[config.mk]
export PLATFORM = sky130hd
export DESIGN_NAME = tarb_result_buffer
export DESIGN_NICKNAME = d
export VERILOG_FILES = /design/src/rtl/tarb_pkg.sv /design/src/rtl/tarb_result_buffer.sv /design/src/rtl/tarb_tagger.sv /design/src/rtl/tarb_order_check.sv
export VERILOG_INCLUDE_DIRS = /design/src /design/src/rtl
export SDC_FILE = /design/constraint.sdc
export NUM_CORES = 1
export LEC_CHECK = 0
export BUFFER_PORTS_ARGS = -buffer_cell sky130_fd_sc_hd__buf_4
export CAP_MARGIN = 10
export CORE_MARGIN = 3
export CORE_UTILIZATION = 28
export DETAILED_ROUTE_END_ITERATION = 8
export PLACE_DENSITY_LB_ADDON = 0.15
export SYNTH_ARGS = -nofsm -noshare
export SYNTH_HDL_FRONTEND = slang
export SYNTH_HIERARCHICAL = 1
export SYNTH_SLANG_ARGS = --single-unit
[constraint.sdc]
create_clock -name clk -period 6.1 [get_ports clk]
set_clock_uncertainty 0.15 [all_clocks]
set_input_delay 0.915 -clock clk [delete_from_list [all_inputs] [get_ports clk]]
set_output_delay 0.915 -clock clk [all_outputs]
set_load 0.01 [all_outputs]
[src/rtl/tarb_params.svh]
// constants of the touch converter result buffer
// assumes inclusion by the package and the design modules
`ifndef TARB_PARAMS_SVH
`define TARB_PARAMS_SVH
`define TARB_DEPTH 64
`define TARB_PTR_W 6
`define TARB_CNT_W 7
`define TARB_WORD_W 16
`define TARB_VAL_W 12
`define TARB_BIT_FULL 15
`define TARB_BIT_EMPTY 14
`define TARB_BIT_RSVD 13
`define TARB_BIT_TAG 12
`define TARB_VAL_MSB 11
`define TARB_CNT_ZERO 7'h00
`define TARB_CNT_ONE 7'h01
`define TARB_CNT_FULL 7'h40
`define TARB_PTR_ZERO 6'h00
`define TARB_PTR_ONE 6'h01
`define TARB_WORD_RESET 16'h4000
`endif

[src/rtl/tarb_pkg.sv]
// types shared by the result buffer modules
// assumes tarb_params.svh is on the include path
`include "tarb_params.svh"
package tarb_pkg;
    // kind of measurement that produced a result
    typedef enum logic [3:0] {
        TARB_SRC_X,
        TARB_SRC_Y,
        TARB_SRC_Z1,
        TARB_SRC_Z2,
        TARB_SRC_BAT,
        TARB_SRC_FIRST_AUXILIARY_INPUT,
        TARB_SRC_SECOND_AUXILIARY_INPUT,
        TARB_SRC_TEMP
    } tarb_source_type;
    typedef logic [`TARB_WORD_W-1:0] tarb_word_type;
endpackage

[src/rtl/tarb_result_buffer.sv]
// 64-word conversion result buffer read by the host through a read-only register
// assumes results arrive as one-cycle strobes from the converter sequencer
`timescale 1ns/100ps
`include "tarb_params.svh"
// Functional notes
// (RULE1) reset clears full flag and sets empty flag in the data word
// (RULE2) buffer data register is read-only; host writes are ignored
// (RULE3) in buffer mode every completed result enters the buffer; code drops one arriving while full unless a read pops
// (RULE4) result sits right-justified in bits 11..0, flags and tag above
// (RULE5) full flag set exactly when all 64 entries hold unread data; code's data word full bit sets a cycle late and clears on every read
// (RULE6) empty flag set whenever no unread data remains
// (RULE7) word that drains the last entry already shows the empty flag
// (RULE8) tag low for X, Z1, battery, second_auxiliary_input; high for Y, Z2, first_auxiliary_input, temp
// (RULE9) touch results written Y,X or Y,X,Z1,Z2 or Z1,Z2
// (RULE10) auxiliary scan writes selected first_auxiliary_input, second_auxiliary_input, temperature in that order
// (RULE11) port scan writes battery, first_auxiliary_input, second_auxiliary_input
// (RULE12) each read returns and removes the oldest unread entry
module tarb_result_buffer (
    input wire logic clk,
    input wire logic rst,
    input wire logic buffer_mode_en,
    input wire logic scan_start,
    input wire logic [1:0] scan_kind,
    input wire logic res_valid,
    input wire tarb_pkg::tarb_source_type res_src,
    input wire logic [`TARB_VAL_W-1:0] conversion_result_value,
    input wire logic reg_read,
    input wire logic reg_write,
    input wire tarb_pkg::tarb_word_type reg_wdata,
    output tarb_pkg::tarb_word_type reg_rdata,
    output logic buffer_full_flag,
    output logic buffer_empty_flag,
    output logic order_error
);
    import tarb_pkg::*;

    // ****************************************
    // storage
    // ****************************************
    logic [`TARB_VAL_W:0] mem_q [`TARB_DEPTH];
    logic [`TARB_PTR_W-1:0] wr_ptr_q;
    logic [`TARB_PTR_W-1:0] rd_ptr_q;
    logic [`TARB_CNT_W-1:0] count_q;
    logic [`TARB_CNT_W-1:0] count_d;
    logic result_source_tag;
    logic do_push;
    logic do_pop;
    logic ord_err;

    tarb_tagger u_tagger (
        .src(res_src),
        .result_source_tag(result_source_tag)
    );

    tarb_order_check u_order (
        .clk(clk),
        .rst(rst),
        .scan_start(scan_start),
        .scan_kind(scan_kind),
        .res_valid(res_valid),
        .res_src(res_src),
        .order_error(ord_err)
    );

    // (RULE3) every result in buffer mode
    // a full buffer drops the newest result unless a read frees a slot in the same cycle
    assign do_push = buffer_mode_en && res_valid && ((count_q != `TARB_CNT_FULL) || do_pop);
    // (RULE12) read pops oldest
    assign do_pop = reg_read && (count_q != `TARB_CNT_ZERO);

    always_comb begin
        count_d = count_q;
        if (do_push && !do_pop) begin
            count_d = count_q + `TARB_CNT_ONE;
        end else if (do_pop && !do_push) begin
            count_d = count_q - `TARB_CNT_ONE;
        end
    end

    // (RULE8) tag stored with result
    always_ff @(posedge clk) begin
        if (do_push) begin
            mem_q[wr_ptr_q] <= {result_source_tag, conversion_result_value};
        end
    end

    always_ff @(posedge clk) begin
        if (rst) begin
            wr_ptr_q <= `TARB_PTR_ZERO;
            rd_ptr_q <= `TARB_PTR_ZERO;
            count_q <= `TARB_CNT_ZERO;
        end else begin
            if (do_push) begin
                wr_ptr_q <= wr_ptr_q + `TARB_PTR_ONE;
            end
            if (do_pop) begin
                rd_ptr_q <= rd_ptr_q + `TARB_PTR_ONE;
            end
            count_q <= count_d;
        end
    end

    // ****************************************
    // flags
    // ****************************************
    // (RULE5) full at 64 unread
    // (RULE6) empty when nothing unread
    always_ff @(posedge clk) begin
        if (rst) begin
            buffer_full_flag <= 1'b0;
            buffer_empty_flag <= 1'b1;
        end else begin
            buffer_full_flag <= (count_d == `TARB_CNT_FULL);
            buffer_empty_flag <= (count_d == `TARB_CNT_ZERO);
        end
    end

    // ****************************************
    // read data register
    // ****************************************
    // (RULE2) writes have no effect: reg_write and reg_wdata are never used to store
    // (RULE1) reset word
    // (RULE4) right-justified layout
    // (RULE7) draining read shows empty
    always_ff @(posedge clk) begin
        if (rst) begin
            reg_rdata <= `TARB_WORD_RESET;
        end else if (do_pop) begin
            reg_rdata[`TARB_BIT_FULL] <= 1'b0;
            reg_rdata[`TARB_BIT_EMPTY] <= (count_d == `TARB_CNT_ZERO);
            reg_rdata[`TARB_BIT_RSVD] <= 1'b0;
            reg_rdata[`TARB_BIT_TAG:0] <= mem_q[rd_ptr_q];
        end else if (reg_read) begin
            reg_rdata[`TARB_BIT_FULL] <= 1'b0;
            reg_rdata[`TARB_BIT_EMPTY] <= 1'b1;
        end else begin
            reg_rdata[`TARB_BIT_FULL] <= (count_q == `TARB_CNT_FULL);
            reg_rdata[`TARB_BIT_EMPTY] <= (count_q == `TARB_CNT_ZERO);
        end
    end

    // (RULE10) aux scan order checked
    always_ff @(posedge clk) begin
        if (rst) begin
            order_error <= 1'b0;
        end else begin
            order_error <= ord_err;
        end
    end

    // ****************************************
    // checks
    // ****************************************
    // full tracks count
    full_flag_a: assert property (@(posedge clk) disable iff (rst)
        ##1 buffer_full_flag == (count_q == `TARB_CNT_FULL)) // RULE5
        else $error("full flag disagrees with count");
    empty_flag_a: assert property (@(posedge clk) disable iff (rst)
        ##1 buffer_empty_flag == (count_q == `TARB_CNT_ZERO)) // RULE6
        else $error("empty flag disagrees with count");
    drain_empty_a: assert property (@(posedge clk) disable iff (rst)
        (reg_read && count_q == `TARB_CNT_ONE && !do_push) |=> reg_rdata[`TARB_BIT_EMPTY]) // RULE7
        else $error("draining read lacks empty flag");
    reset_word_a: assert property (@(posedge clk)
        rst |=> (reg_rdata[`TARB_BIT_EMPTY] && !reg_rdata[`TARB_BIT_FULL])) // RULE1
        else $error("reset word flags wrong");
    push_count_a: assert property (@(posedge clk) disable iff (rst)
        (buffer_mode_en && res_valid && !reg_read && count_q < `TARB_CNT_FULL)
        |=> count_q == $past(count_q) + `TARB_CNT_ONE) // RULE3
        else $error("result not stored");
    write_ignored_a: assert property (@(posedge clk) disable iff (rst)
        (reg_write && !reg_read) |=> $stable(reg_rdata[`TARB_VAL_MSB:0])) // RULE2
        else $error("host write changed data");
    pop_order_a: assert property (@(posedge clk) disable iff (rst)
        do_pop |=> rd_ptr_q == $past(rd_ptr_q) + `TARB_PTR_ONE) // RULE12
        else $error("read did not advance");
    pop_data_a: assert property (@(posedge clk) disable iff (rst)
        do_pop |=> reg_rdata[`TARB_BIT_TAG:0] == $past(mem_q[rd_ptr_q])) // RULE4
        else $error("read word not oldest entry");
    tag_a: assert property (@(posedge clk) disable iff (rst)
        (res_src == TARB_SRC_X || res_src == TARB_SRC_BAT) |-> !result_source_tag) // RULE8
        else $error("tag high for low source");
    order_a: assert property (@(posedge clk) disable iff (rst)
        (scan_start && scan_kind == 2'h0) ##1 (!scan_start && !res_valid)
        ##1 (!scan_start && res_valid && res_src == TARB_SRC_X)
        |=> ##1 order_error) // RULE9
        else $error("bad touch order not flagged");
    rsvd_zero_a: assert property (@(posedge clk) disable iff (rst)
        !reg_rdata[`TARB_BIT_RSVD]) // RULE4
        else $error("reserved bit not zero");
    mode_off_a: assert property (@(posedge clk) disable iff (rst)
        (!buffer_mode_en && !reg_read) |=> $stable(count_q)) // RULE3
        else $error("result stored outside buffer mode");
    order_c: cover property (@(posedge clk) disable iff (rst) order_error);
    full_swap_c: cover property (@(posedge clk) disable iff (rst)
        do_push && do_pop && count_q == `TARB_CNT_FULL);
    fill_c: cover property (@(posedge clk) disable iff (rst) buffer_full_flag);
    drain_c: cover property (@(posedge clk) disable iff (rst)
        do_pop && count_q == `TARB_CNT_ONE);
    both_c: cover property (@(posedge clk) disable iff (rst) do_push && do_pop);
endmodule // tarb_result_buffer

[src/rtl/tarb_tagger.sv]
// maps a measurement kind to the source tag bit
// assumes a source kind from the converter sequencer
`timescale 1ns/100ps
`include "tarb_params.svh"
module tarb_tagger (
    input wire tarb_pkg::tarb_source_type src,
    output logic result_source_tag
);
    import tarb_pkg::*;
    // (RULE8) tag per source
    always_comb begin
        case (src)
            TARB_SRC_Y, TARB_SRC_Z2, TARB_SRC_FIRST_AUXILIARY_INPUT, TARB_SRC_TEMP: result_source_tag = 1'b1;
            default: result_source_tag = 1'b0;
        endcase
    end
endmodule // tarb_tagger

[src/rtl/tarb_order_check.sv]
// tracks the expected source order inside a multi-result scan
// assumes scan_start pulses before the first result of each scan
`timescale 1ns/100ps
`include "tarb_params.svh"
module tarb_order_check (
    input wire logic clk,
    input wire logic rst,
    input wire logic scan_start,
    input wire logic [1:0] scan_kind,
    input wire logic res_valid,
    input wire tarb_pkg::tarb_source_type res_src,
    output logic order_error
);
    import tarb_pkg::*;
    logic [1:0] step_q;
    logic [1:0] kind_q;
    tarb_source_type expect_src;
    logic aux_seen_q;
    tarb_source_type aux_last_q;
    logic aux_bad;
    // (RULE10) aux scan only first_auxiliary_input, second_auxiliary_input, temperature, strictly in that order
    assign aux_bad = !(res_src inside {TARB_SRC_FIRST_AUXILIARY_INPUT, TARB_SRC_SECOND_AUXILIARY_INPUT, TARB_SRC_TEMP})
        || (aux_seen_q && (res_src <= aux_last_q));
    always_ff @(posedge clk) begin
        if (rst || scan_start) begin
            aux_seen_q <= 1'b0;
            aux_last_q <= TARB_SRC_X;
        end else if (res_valid) begin
            aux_seen_q <= 1'b1;
            aux_last_q <= res_src;
        end
    end
    always_comb begin
        case ({kind_q, step_q})
            4'h0: expect_src = TARB_SRC_Y;
            4'h1: expect_src = TARB_SRC_X;
            4'h2: expect_src = TARB_SRC_Z1;
            4'h3: expect_src = TARB_SRC_Z2;
            4'h4: expect_src = TARB_SRC_Z1;
            4'h5: expect_src = TARB_SRC_Z2;
            4'h8: expect_src = TARB_SRC_BAT;
            4'h9: expect_src = TARB_SRC_FIRST_AUXILIARY_INPUT;
            4'ha: expect_src = TARB_SRC_SECOND_AUXILIARY_INPUT;
            default: expect_src = res_src;
        endcase
    end
    always_ff @(posedge clk) begin
        if (rst || scan_start) begin
            step_q <= 2'h0;
            kind_q <= scan_kind;
        end else if (res_valid) begin
            step_q <= step_q + 2'h1;
        end
    end
    // (RULE9) touch order flagged
    // (RULE11) port scan order flagged
    always_ff @(posedge clk) begin
        if (rst) begin
            order_error <= 1'b0;
        end else begin
            order_error <= res_valid && ((kind_q == 2'h3) ? aux_bad : (res_src != expect_src));
        end
    end
endmodule // tarb_order_check

# Yosys cells after proc, flatten, opt, wreduce, memory -nomap -nowiden
# Memory sizes are Yosys's and may differ from the RTL's. A register that Yosys moved wholly into a read port is not among the register bits.
# Index checks and enable logic that the tools add are counted.
[totals]
n_memories = 1
mem_bits_rw = 832
in_bits = 41
output_inout_bits = 19
register_bits = 34
[memory_table]
columns = ["name", "words", "word_bits", "read_ports", "rd_clocked_by_memory_dff", "wr", "line", "text"]
rows = [
  ["mem_q", 64, 13, 1, 1, 1, "tarb_result_buffer.sv:40", "logic [`TARB_VAL_W:0] mem_q [`TARB_DEPTH];"],
]
[op_classes]
order_cmp = 1
reduce_logical = 22
mux = 9
add_sub_neg = 5
n_eq_ne = 18
[op_table]
columns = ["cell", "n"]
rows = [
  ["$pmux W4 S7", 1],
  ["$eq A4 B3 Y1 const B", 5],
  ["$eq A7 B7 Y1 const B", 2],
  ["$logic_not A7 Y1", 2],
  ["$mux W7", 2],
  ["$add A6 B1 Y6 const B", 2],
  ["$eq A4 B2 Y1 const B", 3],
  ["$eq A4 B4 Y1 const B", 3],
  ["$eq A4 B1 Y1 const B", 2],
  ["$add A7 B1 Y7 const B", 1],
  ["$logic_and A1 B1 Y1", 7],
  ["$ne A7 B7 Y1 const B", 1],
  ["$reduce_bool A7 Y1", 1],
  ["$sub A7 B1 Y7 const B", 1],
  ["$mux W1", 6],
  ["$le A4 B4 Y1", 1],
  ["$logic_not A4 Y1", 1],
  ["$ne A4 B4 Y1", 1],
  ["$reduce_or A2 Y1", 2],
  ["$reduce_or A4 Y1", 1],
  ["$logic_not A1 Y1", 3],
  ["$logic_or A1 B1 Y1", 3],
  ["$reduce_bool A3 Y1", 1],
  ["$reduce_or A3 Y1", 1],
  ["other kinds (2)", 2],
]

# Logic depth before layout (Yosys ltp)
[depth]
word_depth = 10
depth_mapped = 9

# Modules after synthesis
# Netlist, hierarchy kept.
[by_module_without_submodules]
columns = ["module", "cells_per_inst", "area_each_um2", "n_inst", "seq_area_each_um2"]
rows = [
  ["tarb_result_buffer", 1579, 33858.7, 1, 25724.7],
  ["tarb_order_check", 72, 679.4, 1, 220.2],
  ["tarb_tagger", 1, 13.8, 1, 0.0],
]

# Least setup slack after synthesis
# Ideal clock, no wire load.
[synth_path]
path_kind = "input to register"
startpoint = "in buffer_mode_en"
endpoint = "mem mem_q[59][0] (netlist bit) (enable)"
arrival_time_ns = 2.746
slack_ns = 2.821
n_path_buf = 1
stages = 6
cell_sequence = "nand2_1 > clkbuf_1 > a21oi_2 > nor2b_1 > nand3_1 > nor2_1"
[synth_via]
elab_chain_cells = 4
[synth_rtl]
columns = ["item", "line", "text"]
rows = [
  ["start: declaration", "tarb_result_buffer.sv:21", "input wire logic buffer_mode_en,"],
  ["$logic_and A1 B1 Y1 (2 in series)", "tarb_result_buffer.sv:67", "assign do_push = buffer_mode_en && res_valid && ((count_q != `TARB_CNT_FULL) || do_pop);"],
  ["$mux W1", "tarb_result_buffer.sv:82", "if (do_push) begin"],
  ["$mux W1 (not written as such)", "tarb_result_buffer.sv:83", "mem_q[wr_ptr_q] <= {result_source_tag, conversion_result_value};"],
  ["end: declaration", "tarb_result_buffer.sv:40", ""],
]
# No other way between the ends.

==> flow_metrics.py <==
metrics = {
    "yosys": {
        "synth.avg_cell_area_um2": 20.9,
        "synth_flop_cell": "edfxtp_1",
        "async_reset_ff_frac": 0,
        "syn_nets": 1706,
        "ys_seq_elements": 879,
        "synthCells": 1652,
        "synthTopCellsByArea": "edfxtp_1 (72%), mux4_2 (16%), dfxtp_1 (2.6%), nor2_1 (1.2%), a211oi_1 (1.0%)",
        "synth_edf_count": 834,
        "synth_area_mm2": 0.0346,
        "yosysWarnings": 6,
        "yosysSeqAreaShare": 0.751,
        "synthDistinctLibCells": 68,
        "yosysMostFrequentCell": "edfxtp_1",
        "synth_top_area_cell": "edfxtp_1",
        "synth_common_cells": "edfxtp_1 (834), mux4_2 (238), nor2_1 (108)",
        "synth_top_area_frac": 0.725,
    },
    "pwr": {
        "swShare": 0.246,
        "power_switching_uw": 3600,
        "power_leakage_uw": 0.0121,
        "peakVddDrop_mv": 0.201,
        "p_int_uw": 11000,
        "p_clk_frac": 0.391,
        "seqPwrFrac": 0.469,
        "comb_power_share": 0.140,
        "powerDensity_mw_per_mm2": 363,
        "fin_total_pwr_uw": 14600,
    },
    "timing": {
        "relSlewSlack": 0.414,
        "final.setup.tns_ns": 0,
        "period_share": 0.601,
        "min_period_ns": 3.66,
        "worst_slew_pin_slew_ns": 0.874,
        "hold_viol": 0,
        "setup_viol": 0,
        "final-max-slew-violation-count": 0,
        "fmax_mhz": 273,
        "setup_ws_ns": 2.44,
        "rsz0062_at_grt": "false",
    },
    "floorplanning": {
        "initial_core_util": 0.283,
        "core_mm2": 0.122,
        "die_y_um": 357,
        "core.rowCount": 128,
        "die_x_um": 357,
        "dieArea_mm2": 0.128,
        "io_pins": 60,
    },
    "finish": {
        "final_cell_area_mm2": 0.0402,
        "antennaDiodeCount": 0,
        "layout.cells.non_filler": 3485,
        "layout-drive-gt1-share": 0.282,
        "nets": 1833,
        "nFillCells": 11549,
        "syn_to_final_growth_pct": 16.4,
    },
    "drt": {
        "viasPerCell": 4.74,
        "wl_per_cell_um": 25.1,
        "ant_nets": 0,
        "wl_um": 87400,
        "dr.pass1.iters": 5,
        "drtIter0Drc": 1289,
        "route.vias.total": 16527,
        "drc": 0,
    },
    "job": {
        "maxCapViolCount": 0,
    },
    "global_route": {
        "gr-usage-all-layers": 0.138,
        "grt_pass1_wl_um": 127000,
        "grt_pass1_vias": 17481,
        "antenna_found_initial": 0,
        "overflow": 0,
        "grt_max_degree": 70,
    },
    "critical_path": {
        "critical_path_class": "reg -> reg",
        "r2r_setup_slack_ns": 2.44,
        "timing.critical_path.to": "reg_rdata[0]",
        "r2r-start": "rd_ptr_q[1]",
        "cp.arrival_ns": 4.01,
        "start_kind": "flop",
        "crit_chain": "buf_4, mux4_2, mux4_2, a21oi_1, nand3_1",
        "crit_path_frequent_cell": "mux4_2",
        "r2r_cells": 5,
        "worstSetupStartpoint": "rd_ptr_q[1]",
        "max_stage_delay_ns": 0.87,
        "critPathSlowestCell": "dfxtp_4",
        "crit_path_max_fanout": 32,
        "end_kind": "flop",
        "critical_path_required_ns": 6.44,
        "rr_endpoint": "reg_rdata[0]",
    },
    "cts": {
        "cts.repair.resized": 0,
        "clk_latency_ns": 0.65,
        "cts_hold_buf": 0,
        "cts_tree": "done",
        "clk_pin_slew_ns": 0.06,
        "htree_num_levels": 3,
        "clockBufferDepth": 3,
        "postCtsSetupBuffers": 0,
        "cts_root_buffer": "clkbuf_16",
        "clkSinkCount": 879,
        "cts_made_buffers": 96,
    },
    "placed_design": {
        "place_area_mm2": 0.0371,
        "dp_hpwl_um": 51600,
        "gp_congestion": 0.773,
        "dpl.cell_count": 3306,
        "post-place-ws_ns": 1.87,
        "io_buffers": 41,
    },
    "outcome": {
        "status": "finished clean",
    },
    "min_path": {
        "hold_class": "in -> reg",
    },
}
placed cells by master (no fill, tap or decap), drive strengths merged, types with 5 or more instances in the layout:
cell,instances
dfxtp,45
xor2,9
nor2,110
buf,122
ha,13
nand4,8
bufinv,9
mux4,238
nor3,7
edfxtp,834
clkinv,42
o21ai,15
nand3,22
nor2b,30
clkinvlp,6
clkbuf,120
nand2,33
mux2i,33
a21oi,32
inv,15
a211oi,49
xnor2,8
nor4,5
layer usage:
layer | part of all wire | vias up | global-route usage
li1 | - | 7120 | -
met1 | 0.44 | 8937 | 0.187
met2 | 0.49 | 361 | 0.224
met3 | 0.044 | 109 | 0.0227
met4 | 0.028 | 0 | 0.0470
met5 | 0 | - | 0
power groups by stage:
stage	clock network [uW]	logic, uW	registers, uW
2_1_floorplan	0	1520	6860
3_3_place_gp	0	2090	6990
3_5_place_dp	0	2100	6990
4_1_cts	5910	2110	6870
5_1_grt	6140	2230	6880
6_report	5710	2040	6860
per-stage QoR:
stage / hold WS, ns / utilization
6_report: 0.301 / 0.329
3_3_place_gp: 0.281 / 0.304
2_1_floorplan: 0.264 / -
3_5_place_dp: 0.303 / 0.304
4_1_cts: 0.237 / 0.329
5_1_grt: 0.260 / 0.329
flip-flops by register name (all words and copies together) (netlist names):
signal,cells
u_order/aux_seen_q,1
u_order/order_error,1
rd_ptr_q,6
u_order/aux_last_q,4
u_order/step_q,2
reg_rdata,15
order_error,1
count_q,7
buffer_empty_flag,1
u_order/kind_q,2
buffer_full_flag,1
mem_q,832
wr_ptr_q,6
cells by family (layout without fill, tap and decap cells):
family | after synthesis | count (layout) | synth area share
flops | 879 | 879 | 0.751
simple gates | 241 | 241 | 0.0345
buf+inv | 106 | 314 | 0.0150
fa+ha+maj | 13 | 13 | 0.00471
other cells | 1 | 1 | 0.000109
mux | 272 | 272 | 0.165
xor+xnor | 17 | 17 | 0.00431
compound gates | 123 | 123 | 0.0255
critical path, delay by kind of cell, from the launching register on:
kind	cells	cell delay [ns]
buffers and inverters	1	0.46
multiplexers	2	1.12
AO/OA/AOI/OAI	1	0.66
flip-flops	1	0.87
AND/OR/NAND/NOR	1	0.16
how the worst min path moves through the flow:
stage / startpoint / end / cells after the start / slack [ns]
floorplan: u_order/order_error / order_error / 1 / 0.26
global placement: u_order/order_error / order_error / 1 / 0.28
detailed placement: u_order/order_error / order_error / 1 / 0.30
CTS: scan_kind[0] / u_order/kind_q[0] / 1 / 0.24
global route: scan_kind[0] / u_order/kind_q[0] / 1 / 0.26
finish: scan_kind[0] / u_order/kind_q[0] / 1 / 0.30
area by class of cell:
class,instances,area (um^2),share of cell area
flip-flops and latches,879,26000,0.645
inverters,13,48.8,0.00121
multi-input cells,667,8090,0.201
clock inverters,59,531,0.0132
clock buffers,120,2580,0.0641
repair buffers,122,978,0.0243
well taps,1625,2030,0.0506
Power figures use the tool's default switching activity.
